<file path="src/design/phy_evt_pkg.sv">
// Purpose: constants and carriers for the event status and error counter block
// Assumes: AXI4-Lite register access, 32-bit data, 8-bit byte address
// Notes:   register index times four gives the byte address
package phy_evt_pkg;

   // ****************************************
   // register map
   // ****************************************
   localparam int unsigned ADDR_W        = 8;
   localparam logic [7:0]  IDX_IRQ_CTRL  = 8'h11;
   localparam logic [7:0]  IDX_EVT_STAT  = 8'h12;
   localparam logic [7:0]  IDX_FC_COUNT  = 8'h14;
   localparam logic [7:0]  IDX_RX_COUNT  = 8'h15;
   localparam logic [7:0]  ADDR_IRQ_CTRL = 8'(IDX_IRQ_CTRL * 4);
   localparam logic [7:0]  ADDR_EVT_STAT = 8'(IDX_EVT_STAT * 4);
   localparam logic [7:0]  ADDR_FC_COUNT = 8'(IDX_FC_COUNT * 4);
   localparam logic [7:0]  ADDR_RX_COUNT = 8'(IDX_RX_COUNT * 4);

   // ****************************************
   // field layout and reset values
   // ****************************************
   localparam int unsigned NUM_EVT      = 7;
   localparam int unsigned ST_LSB       = 8;
   localparam int unsigned EN_LSB       = 0;
   localparam int unsigned CTL_OE_BIT   = 0;
   localparam int unsigned CTL_GATE_BIT = 1;
   localparam int unsigned CTL_TEST_BIT = 2;
   localparam int unsigned CNT_HALF_BIT = 7;
   localparam logic [6:0]  RST_STATUS   = 7'h00;
   localparam logic [6:0]  RST_ENABLE   = 7'h00;
   localparam logic [2:0]  RST_CTRL     = 3'h0;
   localparam logic [7:0]  RST_COUNT    = 8'h00;
   localparam logic [7:0]  CNT_MAX      = 8'hFF;
   localparam logic [7:0]  CNT_BELOW_HALF = 8'h7F;

   // event vector positions, same order as status bits 14..8
   localparam int unsigned EV_ED   = 6;
   localparam int unsigned EV_LINK = 5;
   localparam int unsigned EV_SPD  = 4;
   localparam int unsigned EV_DUP  = 3;
   localparam int unsigned EV_ANC  = 2;
   localparam int unsigned EV_FHF  = 1;
   localparam int unsigned EV_RHF  = 0;

   localparam logic [1:0]  RESP_OKAY   = 2'h0;
   localparam logic [1:0]  RESP_SLVERR = 2'h2;

   // ****************************************
   // carriers
   // ****************************************
   typedef struct packed {
      logic [ADDR_W-1:0] awaddr;
      logic              awvalid;
      logic [31:0]       wdata;
      logic [3:0]        wstrb;
      logic              wvalid;
      logic              bready;
      logic [ADDR_W-1:0] araddr;
      logic              arvalid;
      logic              rready;
   } axil_req_t;

   typedef struct packed {
      logic        awready;
      logic        wready;
      logic        bvalid;
      logic [1:0]  bresp;
      logic        arready;
      logic        rvalid;
      logic [31:0] rdata;
      logic [1:0]  rresp;
   } axil_rsp_t;

   typedef struct packed {
      logic energy_detect;
      logic link_change;
      logic speed_change;
      logic duplex_change;
      logic autoneg_done;
      logic false_carrier;
      logic carrier_valid;
      logic symbol_invalid;
      logic collision;
   } phy_evt_t;

endpackage

</file>
<file path="src/design/phy_event_status_and_error_counters.sv">
// Purpose: event status, enables, interrupt gating and error counters
// Assumes: phy event inputs are produced on SYS_CLK; pin input is async
// Notes:   all status and counters clear when their register is read
//
// Chosen here: the AXI4-Lite slave port.
`timescale 1ns/1ns
module phy_event_status_and_error_counters
   import phy_evt_pkg::*;
(
   input  wire  logic                   SYS_CLK,
   input  wire  logic                   SRST,
   input  wire  phy_evt_pkg::axil_req_t AXI_REQ,
   output       phy_evt_pkg::axil_rsp_t AXI_RSP,
   input  wire  phy_evt_pkg::phy_evt_t  PHY_EVT,
   input  wire  logic                   PWRDN_IRQ_I,
   output       logic                   PWRDN_IRQ_O,
   output       logic                   PWRDN_IRQ_OE,
   output       logic                   POWER_DOWN
);
   import phy_evt_pkg::*;

   typedef enum logic {WR_COLLECT, WR_RESP} wr_state_t;
   typedef enum logic {RD_IDLE, RD_RESP} rd_state_t;

   wr_state_t          wr_state_q;
   wr_state_t          wr_state_d;
   rd_state_t          rd_state_q;
   rd_state_t          rd_state_d;
   logic               aw_ready_q;
   logic               w_ready_q;
   logic               aw_have_q;
   logic               aw_have_d;
   logic               w_have_q;
   logic               w_have_d;
   logic [ADDR_W-1:0]  awaddr_q;
   logic [31:0]        wdata_q;
   logic [3:0]         wstrb_q;
   logic               bvalid_q;
   logic [1:0]         bresp_q;
   logic               ar_ready_q;
   logic               rvalid_q;
   logic [31:0]        rdata_q;
   logic [1:0]         rresp_q;
   logic [31:0]        rd_mux;
   logic               rd_hit;
   logic               aw_hs;
   logic               w_hs;
   logic               wr_fire;
   logic               rd_fire;
   logic               wr_lane0;

   logic [NUM_EVT-1:0] status_q;
   logic [NUM_EVT-1:0] enable_q;
   logic [NUM_EVT-1:0] evt;
   logic [2:0]         ctrl_q;
   logic [7:0]         fc_q;
   logic [7:0]         rx_q;
   logic               counted_q;
   logic               fc_inc;
   logic               rx_inc;
   logic               fc_half;
   logic               rx_half;
   logic               event_status_and_enable_clr;
   logic               fc_clr;
   logic               rx_clr;
   logic               irq_q;
   logic               oe_q;
   logic               pd_meta_q;
   logic               pd_sync_q;
   logic               pd_q;

   // ****************************************
   // bus handshakes
   // ****************************************
   assign aw_hs    = AXI_REQ.awvalid && aw_ready_q;
   assign w_hs     = AXI_REQ.wvalid && w_ready_q;
   assign wr_fire  = (wr_state_q == WR_COLLECT) && aw_have_q && w_have_q;
   assign rd_fire  = AXI_REQ.arvalid && ar_ready_q;
   assign wr_lane0 = wr_fire && wstrb_q[0];

   always_comb
   begin
      aw_have_d  = (aw_have_q || aw_hs) && !wr_fire;
      w_have_d   = (w_have_q || w_hs) && !wr_fire;
      wr_state_d = wr_state_q;
      case (wr_state_q)
         WR_COLLECT: if (wr_fire) wr_state_d = WR_RESP;
         WR_RESP:    if (AXI_REQ.bready) wr_state_d = WR_COLLECT;
         default:    wr_state_d = WR_COLLECT;
      endcase
      rd_state_d = rd_state_q;
      case (rd_state_q)
         RD_IDLE: if (rd_fire) rd_state_d = RD_RESP;
         RD_RESP: if (AXI_REQ.rready) rd_state_d = RD_IDLE;
         default: rd_state_d = RD_IDLE;
      endcase
   end

   // write channels are taken in either order and answered once both are in
   always_ff @(posedge SYS_CLK)
   begin
      if (SRST)
      begin
         wr_state_q <= WR_COLLECT;
         aw_have_q  <= 1'b0;
         w_have_q   <= 1'b0;
         aw_ready_q <= 1'b0;
         w_ready_q  <= 1'b0;
         bvalid_q   <= 1'b0;
         bresp_q    <= RESP_OKAY;
         awaddr_q   <= '0;
         wdata_q    <= '0;
         wstrb_q    <= '0;
      end
      else
      begin
         wr_state_q <= wr_state_d;
         aw_have_q  <= aw_have_d;
         w_have_q   <= w_have_d;
         aw_ready_q <= (wr_state_d == WR_COLLECT) && !aw_have_d;
         w_ready_q  <= (wr_state_d == WR_COLLECT) && !w_have_d;
         bvalid_q   <= (wr_state_d == WR_RESP);
         if (aw_hs) awaddr_q <= AXI_REQ.awaddr;
         if (w_hs)
         begin
            wdata_q <= AXI_REQ.wdata;
            wstrb_q <= AXI_REQ.wstrb;
         end
         if (wr_fire)
            bresp_q <= (awaddr_q == ADDR_IRQ_CTRL || awaddr_q == ADDR_EVT_STAT ||
                        awaddr_q == ADDR_FC_COUNT || awaddr_q == ADDR_RX_COUNT)
                       ? RESP_OKAY : RESP_SLVERR;
      end
   end

   // ****************************************
   // read path
   // ****************************************
   always_comb
   begin
      rd_mux = 32'h0000_0000;
      rd_hit = 1'b1;
      case (AXI_REQ.araddr)
         ADDR_IRQ_CTRL: rd_mux[2:0] = ctrl_q;
         ADDR_EVT_STAT:
         begin
            rd_mux[ST_LSB +: NUM_EVT] = status_q;
            rd_mux[EN_LSB +: NUM_EVT] = enable_q;
         end
         ADDR_FC_COUNT: rd_mux[7:0] = fc_q;
         ADDR_RX_COUNT: rd_mux[7:0] = rx_q;
         default:       rd_hit = 1'b0;
      endcase
   end

   always_ff @(posedge SYS_CLK)
   begin
      if (SRST)
      begin
         rd_state_q <= RD_IDLE;
         ar_ready_q <= 1'b0;
         rvalid_q   <= 1'b0;
         rdata_q    <= 32'h0000_0000;
         rresp_q    <= RESP_OKAY;
      end
      else
      begin
         rd_state_q <= rd_state_d;
         ar_ready_q <= (rd_state_d == RD_IDLE);
         rvalid_q   <= (rd_state_d == RD_RESP);
         if (rd_fire)
         begin
            rdata_q <= rd_mux;
            rresp_q <= rd_hit ? RESP_OKAY : RESP_SLVERR;
         end
      end
   end

   assign AXI_RSP = '{awready: aw_ready_q, wready: w_ready_q, bvalid: bvalid_q,
                      bresp: bresp_q, arready: ar_ready_q, rvalid: rvalid_q,
                      rdata: rdata_q, rresp: rresp_q};

   // read side effects land on the same edge that takes the address
   assign event_status_and_enable_clr = rd_fire && (AXI_REQ.araddr == ADDR_EVT_STAT);
   assign fc_clr   = rd_fire && (AXI_REQ.araddr == ADDR_FC_COUNT);
   assign rx_clr   = rd_fire && (AXI_REQ.araddr == ADDR_RX_COUNT);

   // ****************************************
   // control and enable registers
   // ****************************************
   always_ff @(posedge SYS_CLK)
   begin
      if (SRST)
      begin
         ctrl_q   <= RST_CTRL;
         enable_q <= RST_ENABLE;
      end
      else
      begin
         if (wr_lane0 && awaddr_q == ADDR_IRQ_CTRL)
            ctrl_q <= wdata_q[2:0];
         if (wr_lane0 && awaddr_q == ADDR_EVT_STAT)
            enable_q <= wdata_q[EN_LSB +: NUM_EVT];
      end
   end

   // ****************************************
   // error counters
   // ****************************************
   assign fc_inc  = PHY_EVT.false_carrier;
   // one count per carrier, none while colliding
   assign rx_inc  = PHY_EVT.carrier_valid && PHY_EVT.symbol_invalid &&
                    !PHY_EVT.collision && !counted_q;
   // half-full only on the step from 7Fh, so a read-clear cannot retrigger it
   assign fc_half = fc_inc && !fc_clr && (fc_q == CNT_BELOW_HALF);
   assign rx_half = rx_inc && !rx_clr && (rx_q == CNT_BELOW_HALF);

   always_ff @(posedge SYS_CLK)
   begin
      if (SRST)
         counted_q <= 1'b0;
      else if (!PHY_EVT.carrier_valid)
         counted_q <= 1'b0;
      else if (rx_inc)
         counted_q <= 1'b1;
   end

   // an event in the read cycle is kept as the first count
   always_ff @(posedge SYS_CLK)
   begin
      if (SRST)
         fc_q <= RST_COUNT;
      else if (fc_clr)
         fc_q <= {7'h00, fc_inc};
      else if (fc_inc && fc_q != CNT_MAX)
         fc_q <= fc_q + 8'h01;
   end

   always_ff @(posedge SYS_CLK)
   begin
      if (SRST)
         rx_q <= RST_COUNT;
      else if (rx_clr)
         rx_q <= {7'h00, rx_inc};
      else if (rx_inc && rx_q != CNT_MAX)
         rx_q <= rx_q + 8'h01;
   end

   // ****************************************
   // event status and interrupt
   // ****************************************
   always_comb
   begin
      evt          = '0;
      evt[EV_ED]   = PHY_EVT.energy_detect;
      evt[EV_LINK] = PHY_EVT.link_change;
      evt[EV_SPD]  = PHY_EVT.speed_change;
      evt[EV_DUP]  = PHY_EVT.duplex_change;
      evt[EV_ANC]  = PHY_EVT.autoneg_done;
      evt[EV_FHF]  = fc_half;
      evt[EV_RHF]  = rx_half;
   end

   // set beats the read-clear; enables play no part here
   always_ff @(posedge SYS_CLK)
   begin
      if (SRST)
         status_q <= RST_STATUS;
      else
         status_q <= (event_status_and_enable_clr ? RST_STATUS : status_q) | evt;
   end

   always_ff @(posedge SYS_CLK)
   begin
      if (SRST)
      begin
         irq_q <= 1'b0;
         oe_q  <= 1'b0;
      end
      else
      begin
         irq_q <= ctrl_q[CTL_TEST_BIT] ||
                  (ctrl_q[CTL_GATE_BIT] && |(status_q & enable_q));
         oe_q  <= ctrl_q[CTL_OE_BIT];
      end
   end

   // power-down level is only meaningful while the pin is an input
   always_ff @(posedge SYS_CLK)
   begin
      if (SRST)
      begin
         pd_meta_q <= 1'b0;
         pd_sync_q <= 1'b0;
         pd_q      <= 1'b0;
      end
      else
      begin
         pd_meta_q <= PWRDN_IRQ_I;
         pd_sync_q <= pd_meta_q;
         pd_q      <= pd_sync_q && !ctrl_q[CTL_OE_BIT];
      end
   end

   assign PWRDN_IRQ_O  = irq_q;
   assign PWRDN_IRQ_OE = oe_q;
   assign POWER_DOWN   = pd_q;
endmodule // phy_event_status_and_error_counters

</file>
<file path="config.mk">
export PLATFORM = sky130hd
export DESIGN_NAME = phy_event_status_and_error_counters
export DESIGN_NICKNAME = d
export VERILOG_FILES = /design/src/design/phy_evt_pkg.sv /design/src/design/phy_event_status_and_error_counters.sv
export SDC_FILE = /design/constraint.sdc
export NUM_CORES = 1
export LEC_CHECK = 0
export ABC_AREA = 1
export ABC_CLOCK_PERIOD_IN_PS = 1400
export BUFFER_PORTS_ARGS = -buffer_cell sky130_fd_sc_hd__buf_2
export CORE_MARGIN = 2
export CORE_UTILIZATION = 43
export CTS_BUF_LIST = sky130_fd_sc_hd__clkbuf_8 sky130_fd_sc_hd__clkbuf_16
export CTS_CLUSTER_SIZE = 10
export DETAILED_ROUTE_END_ITERATION = 7
export PLACE_DENSITY_LB_ADDON = 0.08
export SLEW_MARGIN = 20
export SYNTH_ARGS = -nofsm -noshare
export SYNTH_HDL_FRONTEND = slang
export SYNTH_SLANG_ARGS = --single-unit
</file>
<file path="constraint.sdc">
create_clock -name SYS_CLK -period 1.4 [get_ports SYS_CLK]
set_input_delay 0.28 -clock SYS_CLK [delete_from_list [all_inputs] [get_ports SYS_CLK]]
set_output_delay 0.28 -clock SYS_CLK [all_outputs]
set_load 0.01 [all_outputs]
</file>
==> run metrics, run 1 <==
Filler Cell Count 849; mapped cell area 3590 sq um; Layout Cells excl Fill 693; CP Cell Sequence ha_4 -> inv_4 -> nor3_4 -> nand3_2 -> nand2_4 -> nand2_1 -> a21oi_1; Hold Crit Class in2reg; Critical Path RT 1.67 ns; Synth Warn # 0; Net Switching 1.22 mW; crit-path max FO 7; r2r endpoint rx_q[1]; Leak 1.98 nW; power share of the clock group 39.3%; Int Power 3.40 mW; initial antenna violation count 0; fmax 0.755 GHz; Max Slew Vio Count 0; Vias/cell 4.71; worst-case clock buffer depth 2; share of cells above drive strength 1 26.4%; worst r2r src rx_q[1]; design area 4410 sq um; IO Count 113; hold endpoint pd_meta_q; core area 8180 sq um; Seq cells post-synth 79; number of antenna-violating nets in the routed design 0; drt first pass iters 4; area grow syn2layout 22.9%; Synth top area share 44.0%; Final Hold Fails 0; ranking of synthesized cells by area dfxtp_1 44%, nand2_1 9.5%, a21oi_1 6.4%; reg2reg setup slack 0.07 ns; PwrDens 1050 nW/um^2; clk_lat worst skew 0.35 ns; vias in the first global route 2917; pre-CTS worst setup slack -0.0138 ns; Worst Setup End Kind register; Total Routing Usage GR 18.9%; synth unique cells 30; H-tree levels 3; Starting Density 43.9%; placed wire-length estimate 6170 microns; Worst Setup Path Type reg2reg; WP data arrival 1.59 ns; worst ir drop on vdd 0.529 mV; Cell Area, Placed 4130 sq um; Gate power share 9.4%; final WL 8200 microns; Tcrit/Tclk final 94.7%; CTS tree yes; hold depth 3; first-pass GRT wire length 13300 microns; die height 95.4 microns; gr ovfl total 0; worst reg2reg path depth 7; total CTS buffers 9; CTS clk-pin slew, worst paths 0.09 ns; hold_buf cts 0; synthesized area per cell 7.28 sq um; Remaining DRCs 0; Clock Skew 0.0120 ns; final setup vio count 0; cell count after synthesis 493; die area 9100 sq um; RePlAce Congestion 0.815; # diodes 0; dpl cells 676; status completed; clock net sink count 79; drt first-iter violations 113; largest net degree at the start of global routing 32; sequential share of the synthesized area 44.0%; sequential power share 51.4%; Rows 33; fin nets 654; DR WL/cell 11.8 microns; final setup margin 0.0749 ns; CP max stage delay 0.36 ns; Die Wd 95.4 microns; Slowest cell on crit path dfxtp_2; dominant cell type by area after synthesis dfxtp_1; PortBufs 65; switching share of power 26.4%; Vias 3265; clk root buf clkbuf_8; Hold Crit Start PWRDN_IRQ_I; RSZ-0062 raised after global routing true; CP Launch Type register; total of max-cap violations 0; Final min period 1.33 ns
==> logic make-up (layout without fill, tap and decap cells) <==
| family | count (synthesis) | after routing | share of synthesized area [%] |
|---|---|---|---|
| adder cells (fa/ha/maj) | 2 | 2 | 0.697 |
| AO/OA/AOI/OAI | 94 | 94 | 13.3 |
| AND/OR/NAND/NOR | 223 | 223 | 28.3 |
| buffers and inverters | 87 | 164 | 11.8 |
| XOR/XNOR | 7 | 7 | 1.71 |
| flip-flops | 79 | 79 | 44.0 |
| other | 1 | 19 | 0.104 |
==> critical path: cells and delay by family, from the launching register on <==
| kind | cells | cell delay [ns] |
|---|---|---|
| AO/OA/AOI/OAI | 1 | 0.16 |
| adder cells (fa/ha/maj) | 1 | 0.16 |
| buffers and inverters | 1 | 0.05 |
| flip-flops | 1 | 0.36 |
| AND/OR/NAND/NOR | 4 | 0.52 |
==> area by class of cell <==
class	count	area, sq um	area share, %
Clock buffer	10	138	3.12
Clock inverter	6	75.1	1.70
Inverter	51	199	4.51
Multi-Input combinational cell	345	1700	38.6
Sequential cell	79	1590	36.0
Tap cell	105	131	2.98
Timing Repair Buffer	97	578	13.1
==> cells in the final DEF (no fill, tap or decap), types with 6 or more instances in the layout <==
master	count
nand2_1	90
dfxtp_1	73
clkbuf_8	10
o21ai_1	6
nand2_2	8
buf_2	65
buf_4	31
nand3_1	43
o21ai_0	38
nor2_1	54
conb_1	19
xor2_1	7
a21oi_1	45
nor2_4	8
dfxtp_2	6
inv_1	43
==> registers in the layout (all words and copies together), names as in the netlist, 3 cells and up <==
name      cells
wdata_q       7
status_q      7
ctrl_q        3
awaddr_q      8
fc_q          8
enable_q      7
rx_q          8
rdata_q      15
==> what timing repair did <==
item | in CTS | in global routing
setup buffers | 0 | 1
gates resized for setup | 1 | 25
setup endpoints to repair | 1 | 21
pin swaps | 2 | 8
hold endpoints to repair | 0 | 0
==> synthesized netlist by cell type (all sizes together) <==
library cell / instances
clkinv: 1
a22oi: 1
nand2: 99
inv: 50
a21oi: 46
and3: 1
a31oi: 1
buf: 29
nor4: 2
dfxtp: 79
nor3: 7
nand4: 3
o31ai: 1
o21ai: 45
nand3: 44
xor2: 7
clkbuf: 7
ha: 2
nor2: 67
conb: 1
==> per-stage QoR <==
stage               power [mW]  hold slack, ns  utilization (%)  TNS (ns)
finish                    4.62           0.124             54.0         0
detailed placement        2.85           0.413             50.5   -0.0173
global route              4.83           0.124             54.0  -0.00695
floorplan                 2.72           0.387                -         0
CTS                       4.65           0.110             53.1         0
global placement          2.84           0.391             50.5  -0.00156
==> routing by layer <==
layer  vias to the layer above  global-route usage, %  routed length, microns
met3                        10                   3.48                     351
met2                        72                   31.3                    3780
met4                         0                   7.74                     104
met1                      1453                   24.3                    3960
met5                         -                      0                       0
li1                       1730                      -                       -
==> power groups by stage <==
stage / combinational [mW] / sequential [mW] / clock (mW)
floorplan: 0.306 / 2.41 / 0
CTS: 0.431 / 2.37 / 1.85
global placement: 0.421 / 2.42 / 0
finish: 0.432 / 2.38 / 1.82
global route: 0.490 / 2.39 / 1.95
detailed placement: 0.429 / 2.42 / 0
==> worst max-delay path by stage <==
stage,from,end,slack [ns],depth (start not counted)
3_5_place_dp,AXI_REQ[9],status_q[0],-0.01,9
5_1_grt,rx_q[0],rx_q[0],-0.007,9
4_1_cts,fc_q[0],fc_q[4],0.003,9
3_3_place_gp,AXI_REQ[9],rx_q[6],-0.002,9
2_1_floorplan,fc_q[0],fc_q[4],0.05,9
6_report,rx_q[1],rx_q[1],0.07,7
Power figures use the tool's default switching activity.
==> inputs of run 2 (changes only) <==
Settings changed: CORE_ASPECT_RATIO from default to 0.8.
==> run 2 against run 1 <==
- power is 6.6% lower
- core utilization is 0.13 points higher
- flip-flop and latch count did not move
- largest cell class unchanged
==> run metrics, run 2 (synthesis gave the netlist of run 1 again) <==
status completed; CP top delay family simple AND/OR/NAND/NOR gates; gr ovfl total 0; clock net sink count 79; fin nets 649; commonest non-fill, non-tap cell in the layout nand2_1; max FFs per register 15; CTS clk-pin slew, worst paths 0.08 ns; initial antenna violation count 0; IO Count 113; Critical Path RT 1.65 ns; r2r endpoint fc_q[5]; Crit. path cell count 10; Starting Density 44.8%; crit-path max FO 3; Filler Cell Count 815; H-tree levels 3; Slowest cell on crit path dfxtp_2; setup TNS 0 ns; die area 9100 sq um; PwrDens 995 nW/um^2; die height 85.7 microns; placed wire-length estimate 6200 microns; final core utilization 54.1%; Leak 1.93 nW; Vias/cell 4.76; Vias 3287; Worst Setup End Kind register; pre-CTS worst setup slack 0.0126 ns; total of max-cap violations 0; total CTS buffers 9; first-pass GRT wire length 14100 microns; core area 8020 sq um; design area 4340 sq um; Worst Setup Path Type reg2reg; RePlAce Congestion 0.856; Remaining DRCs 0; hold depth 3; worst-case clock buffer depth 2; Final min period 1.31 ns; Cell Area, Placed 4100 sq um; # diodes 0; DR WL/cell 12.0 microns; CP Cell Sequence ha_4 -> nand2_2 -> nor2_4 -> nand3_1 -> nand2_2 -> buf_4 -> o21ai_1 -> inv_1 -> nor2_1 -> nor2_1; CTS tree yes; worst reg2reg path depth 10; commonest cells after routing, fill and taps aside 89 x nand2_1, 73 x dfxtp_1, 65 x buf_2, 55 x nor2_1, 46 x a21oi_1; Biggest register rdata_q; drt first pass iters 4; Hold Crit Start PWRDN_IRQ_I; WP data arrival 1.56 ns; Clock Skew 0.00896 ns; area grow syn2layout 20.9%; RSZ-0062 raised after global routing false; clk_lat worst skew 0.35 ns; Max Slew Vio Count 0; CP Launch Type register; Tcrit/Tclk final 93.7%; hold endpoint pd_meta_q; drt first-iter violations 109; Die Wd 106 microns; Total Routing Usage GR 19.2%; number of antenna-violating nets in the routed design 0; worst r2r src fc_q[0]; worst ir drop on vdd 0.521 mV; Final Hold Fails 0; Worst Path Buf+Inv 2; fmax 0.762 GHz; PortBufs 65; CP max stage delay 0.34 ns; final WL 8300 microns; final setup vio count 0; final setup margin 0.0876 ns; Hold Crit Class in2reg; reg2reg setup slack 0.09 ns; largest net degree at the start of global routing 30; hold_buf cts 0; clk root buf clkbuf_8; Rows 29; vias in the first global route 2983; share of cells above drive strength 1 25.3%
[run 2: where the power goes]
| group | internal [mW] | switching (mW) | total, mW | leakage (nW) |
|---|---|---|---|---|
| Clock | 0.682 | 0.835 | 1.52 | 0.0822 |
| Sequential | 2.32 | 0.0498 | 2.37 | 0.646 |
| Combinational | 0.171 | 0.256 | 0.428 | 1.20 |
[run 2: how the worst max path moves through the flow]
stage | start | endpoint | slack (ns)
detailed placement | fc_q[0] | fc_q[4] | 0.01
finish | fc_q[0] | fc_q[5] | 0.09
global route | awaddr_q[5] | ctrl_q[2] | 0.0002
CTS | fc_q[0] | fc_q[4] | 0.001
floorplan | fc_q[0] | fc_q[4] | 0.05
global placement | AXI_REQ[2] | rx_q[6] | 0.03
[run 2: timing repair]
action | in CTS | in global routing
endpoints found under the setup margin | 3 | 19
buffers inserted | 0 | 1
gates resized for setup | 6 | 19
hold endpoints to repair | 0 | 0
pin swaps | 3 | 4
[run 2: final cells by class]
| class | instances | area [sq um] | share of cell area [%] |
|---|---|---|---|
| inverter | 51 | 194 | 4.47 |
| sequential | 79 | 1590 | 36.7 |
| clock buffer | 10 | 138 | 3.17 |
| tap | 108 | 135 | 3.11 |
| multi-input combinational | 345 | 1710 | 39.3 |
| timing repair buffer | 92 | 541 | 12.5 |
| clock inverter | 5 | 35.0 | 0.807 |
[run 2: worst min-delay path, stage by stage]
cell and delay [ns]:
buf_2 0.07, inv_1 0.03, nor2_1 0.06
[run 2: per-stage QoR]
step	power (mW)	std cells	hold WS (ns)
after floorplan	2.72	511	0.387
after global placement	2.84	674	0.389
after detailed placement	2.85	674	0.404
after CTS	4.36	689	0.114
after global routing	4.52	690	0.111
final	4.32	690	0.123
[run 2: routing by layer]
metal / part of all wire [%] / up-vias / global-route usage [%] / routed length [microns]
li1: - / 1725 / - / -
met1: 49 / 1476 / 26.6 / 4100
met2: 44 / 79 / 30.1 / 3690
met3: 5.3 / 7 / 4.41 / 439
met4: 0.96 / 0 / 5.74 / 80
met5: 0 / - / 0 / 0
==> inputs of run 3 (changes only) <==
Settings changed: GPL_TIMING_DRIVEN from default to 0.
==> run 3 against run 2 <==
- cell count rose by 3.5%
- combinational power rose by 11%
- first-iteration DRC count fell by 0.92%
- largest cell class unchanged
==> run metrics, run 3 (synthesis gave the netlist of run 1 again) <==
largest net degree at the start of global routing 17; Starting Density 44.8%; fmax 0.727 GHz; clock net sink count 79; worst-case clock buffer depth 2; placed wire-length estimate 6370 microns; design area 4510 sq um; first-pass GRT wire length 13800 microns; max FFs per register 15; Hold Crit Start PWRDN_IRQ_I; hold_buf cts 0; number of antenna-violating nets in the routed design 0; Final min period 1.37 ns; commonest cells after routing, fill and taps aside 88 x nand2_1, 75 x dfxtp_1, 66 x buf_2, 55 x nor2_1, 45 x a21oi_1; Max Slew Vio Count 0; power share of the clock group 35.7%; CTS tree yes; RePlAce Congestion 0.872; Biggest register rdata_q; share of cells above drive strength 1 27.2%; core area 8020 sq um; Vias/cell 4.73; Hold Crit Class in2reg; PwrDens 984 nW/um^2; commonest non-fill, non-tap cell in the layout nand2_1; PortBufs 64; status completed; Final Hold Fails 0; Worst Setup Path Type reg2reg; clk_lat worst skew 0.36 ns; Total Routing Usage GR 19.1%; CP max stage delay 0.39 ns; crit-path max FO 5; H-tree levels 3; DR WL/cell 12.3 microns; vias in the first global route 2998; Clock Skew 0.0115 ns; Slowest cell on crit path dfxtp_4; Worst Tran Pin Value 0.552 ns; Critical Path RT 1.69 ns; IO Count 113; # diodes 0; Int Power 3.21 mW; total CTS buffers 9; Remaining DRCs 0; Multi-input gate area 1730 sq um; die area 9100 sq um; fin nets 672; Gate power share 10.7%; Worst Setup End Kind register; Rows 29; worst ir drop on vdd 0.711 mV; Tcrit/Tclk final 98.2%; worst r2r src fc_q[0]; Layout Cells excl Fill 714; CP top delay family simple AND/OR/NAND/NOR gates; Die Wd 106 microns; Cell Area, Placed 4110 sq um; drt first pass iters 5; Slew HR 63.2%; reg2reg setup slack 0.03 ns; initial antenna violation count 0; gr ovfl total 0; WP data arrival 1.66 ns; register area 1590 sq um; CP Launch Type register; CP Cell Sequence ha_4 -> nand2_4 -> nor2_4 -> nand3_2 -> nand2_4 -> buf_4 -> buf_4 -> nand2_1 -> a21oi_2; Worst Path Buf+Inv 2; clk root buf clkbuf_8; RSZ-0062 raised after global routing true; die height 85.7 microns; sequential power share 53.6%; final setup vio count 0; switching share of power 27.8%; CTS clk-pin slew, worst paths 0.09 ns; final WL 8760 microns; drt first-iter violations 108; CP Launch Point fc_q[0]; area grow syn2layout 25.7%; Filler Cell Count 801; Vias 3376; Leak 2.06 nW; Net Switching 1.24 mW; total of max-cap violations 0; dpl cells 683
## run 3: cell count changes in the layout (fill, tap and decap cells not counted), moves of 3 or more
| cell | change |
|---|---|
| clkbuf_1 | +6 |
| buf_4 | +13 |
| nand2_4 | +3 |
| dfxtp_2 | -3 |
## run 3: cell type report
| class | count | share of cell area [%] |
|---|---|---|
| Buffer | 36 | 5.16 |
| Clock buffer | 9 | 2.74 |
| Clock inverter | 7 | 1.36 |
| Inverter | 51 | 4.46 |
| Multi-Input combinational cell | 345 | 38.4 |
| Sequential cell | 79 | 35.3 |
| Tap cell | 108 | 2.99 |
| Timing Repair Buffer | 79 | 9.67 |
## run 3: through the flow
stage / hold slack, ns / util, % / TNS [ns] / power, mW / setup slack (ns)
detailed placement: 0.404 / 51.3 / -3.36 / 2.87 / -0.157
global placement: 0.390 / 51.3 / -2.52 / 2.86 / -0.156
CTS: 0.0956 / 54.0 / -0.0277 / 4.48 / -0.0147
finish: 0.114 / 56.3 / 0 / 4.44 / 0.0251
floorplan: 0.387 / - / 0 / 2.72 / 0.0464
global route: 0.102 / 56.3 / -0.190 / 4.67 / -0.0483
## run 3: metal layers
metal | track usage (%) | share of wire [%] | vias to the layer above
met2 | 30.5 | 44 | 105
met4 | 6.10 | 1.3 | 0
met3 | 5.09 | 6.7 | 12
met5 | 0 | 0 | -
li1 | - | - | 1770
met1 | 25.3 | 48 | 1489
## run 3: final timing paths
path / to / depth (start not counted)
worst max-delay path: fc_q[7] / 9
worst min-delay path: pd_meta_q / 3
worst max register to register: fc_q[7] / 9
worst min register to register: pd_sync_q / 2
## run 3: tightest hold or removal path, stage by stage
cell,delay [ns]
buf_2,0.07
inv_1,0.03
nor2_1,0.06
## run 3: power groups by stage
stage	logic [mW]	clock network (mW)	registers (mW)
detailed placement	0.440	0	2.43
global placement	0.431	0	2.43
CTS	0.449	1.65	2.37
global route	0.533	1.74	2.39
floorplan	0.306	0	2.41
finish	0.476	1.59	2.38
## run 3: repair_timing
item | CTS | global route
buffers inserted | 3 | 12
cloned | 0 | 0
pin swaps | 2 | 11
resized for setup | 8 | 28
setup endpoints to repair | 14 | 28
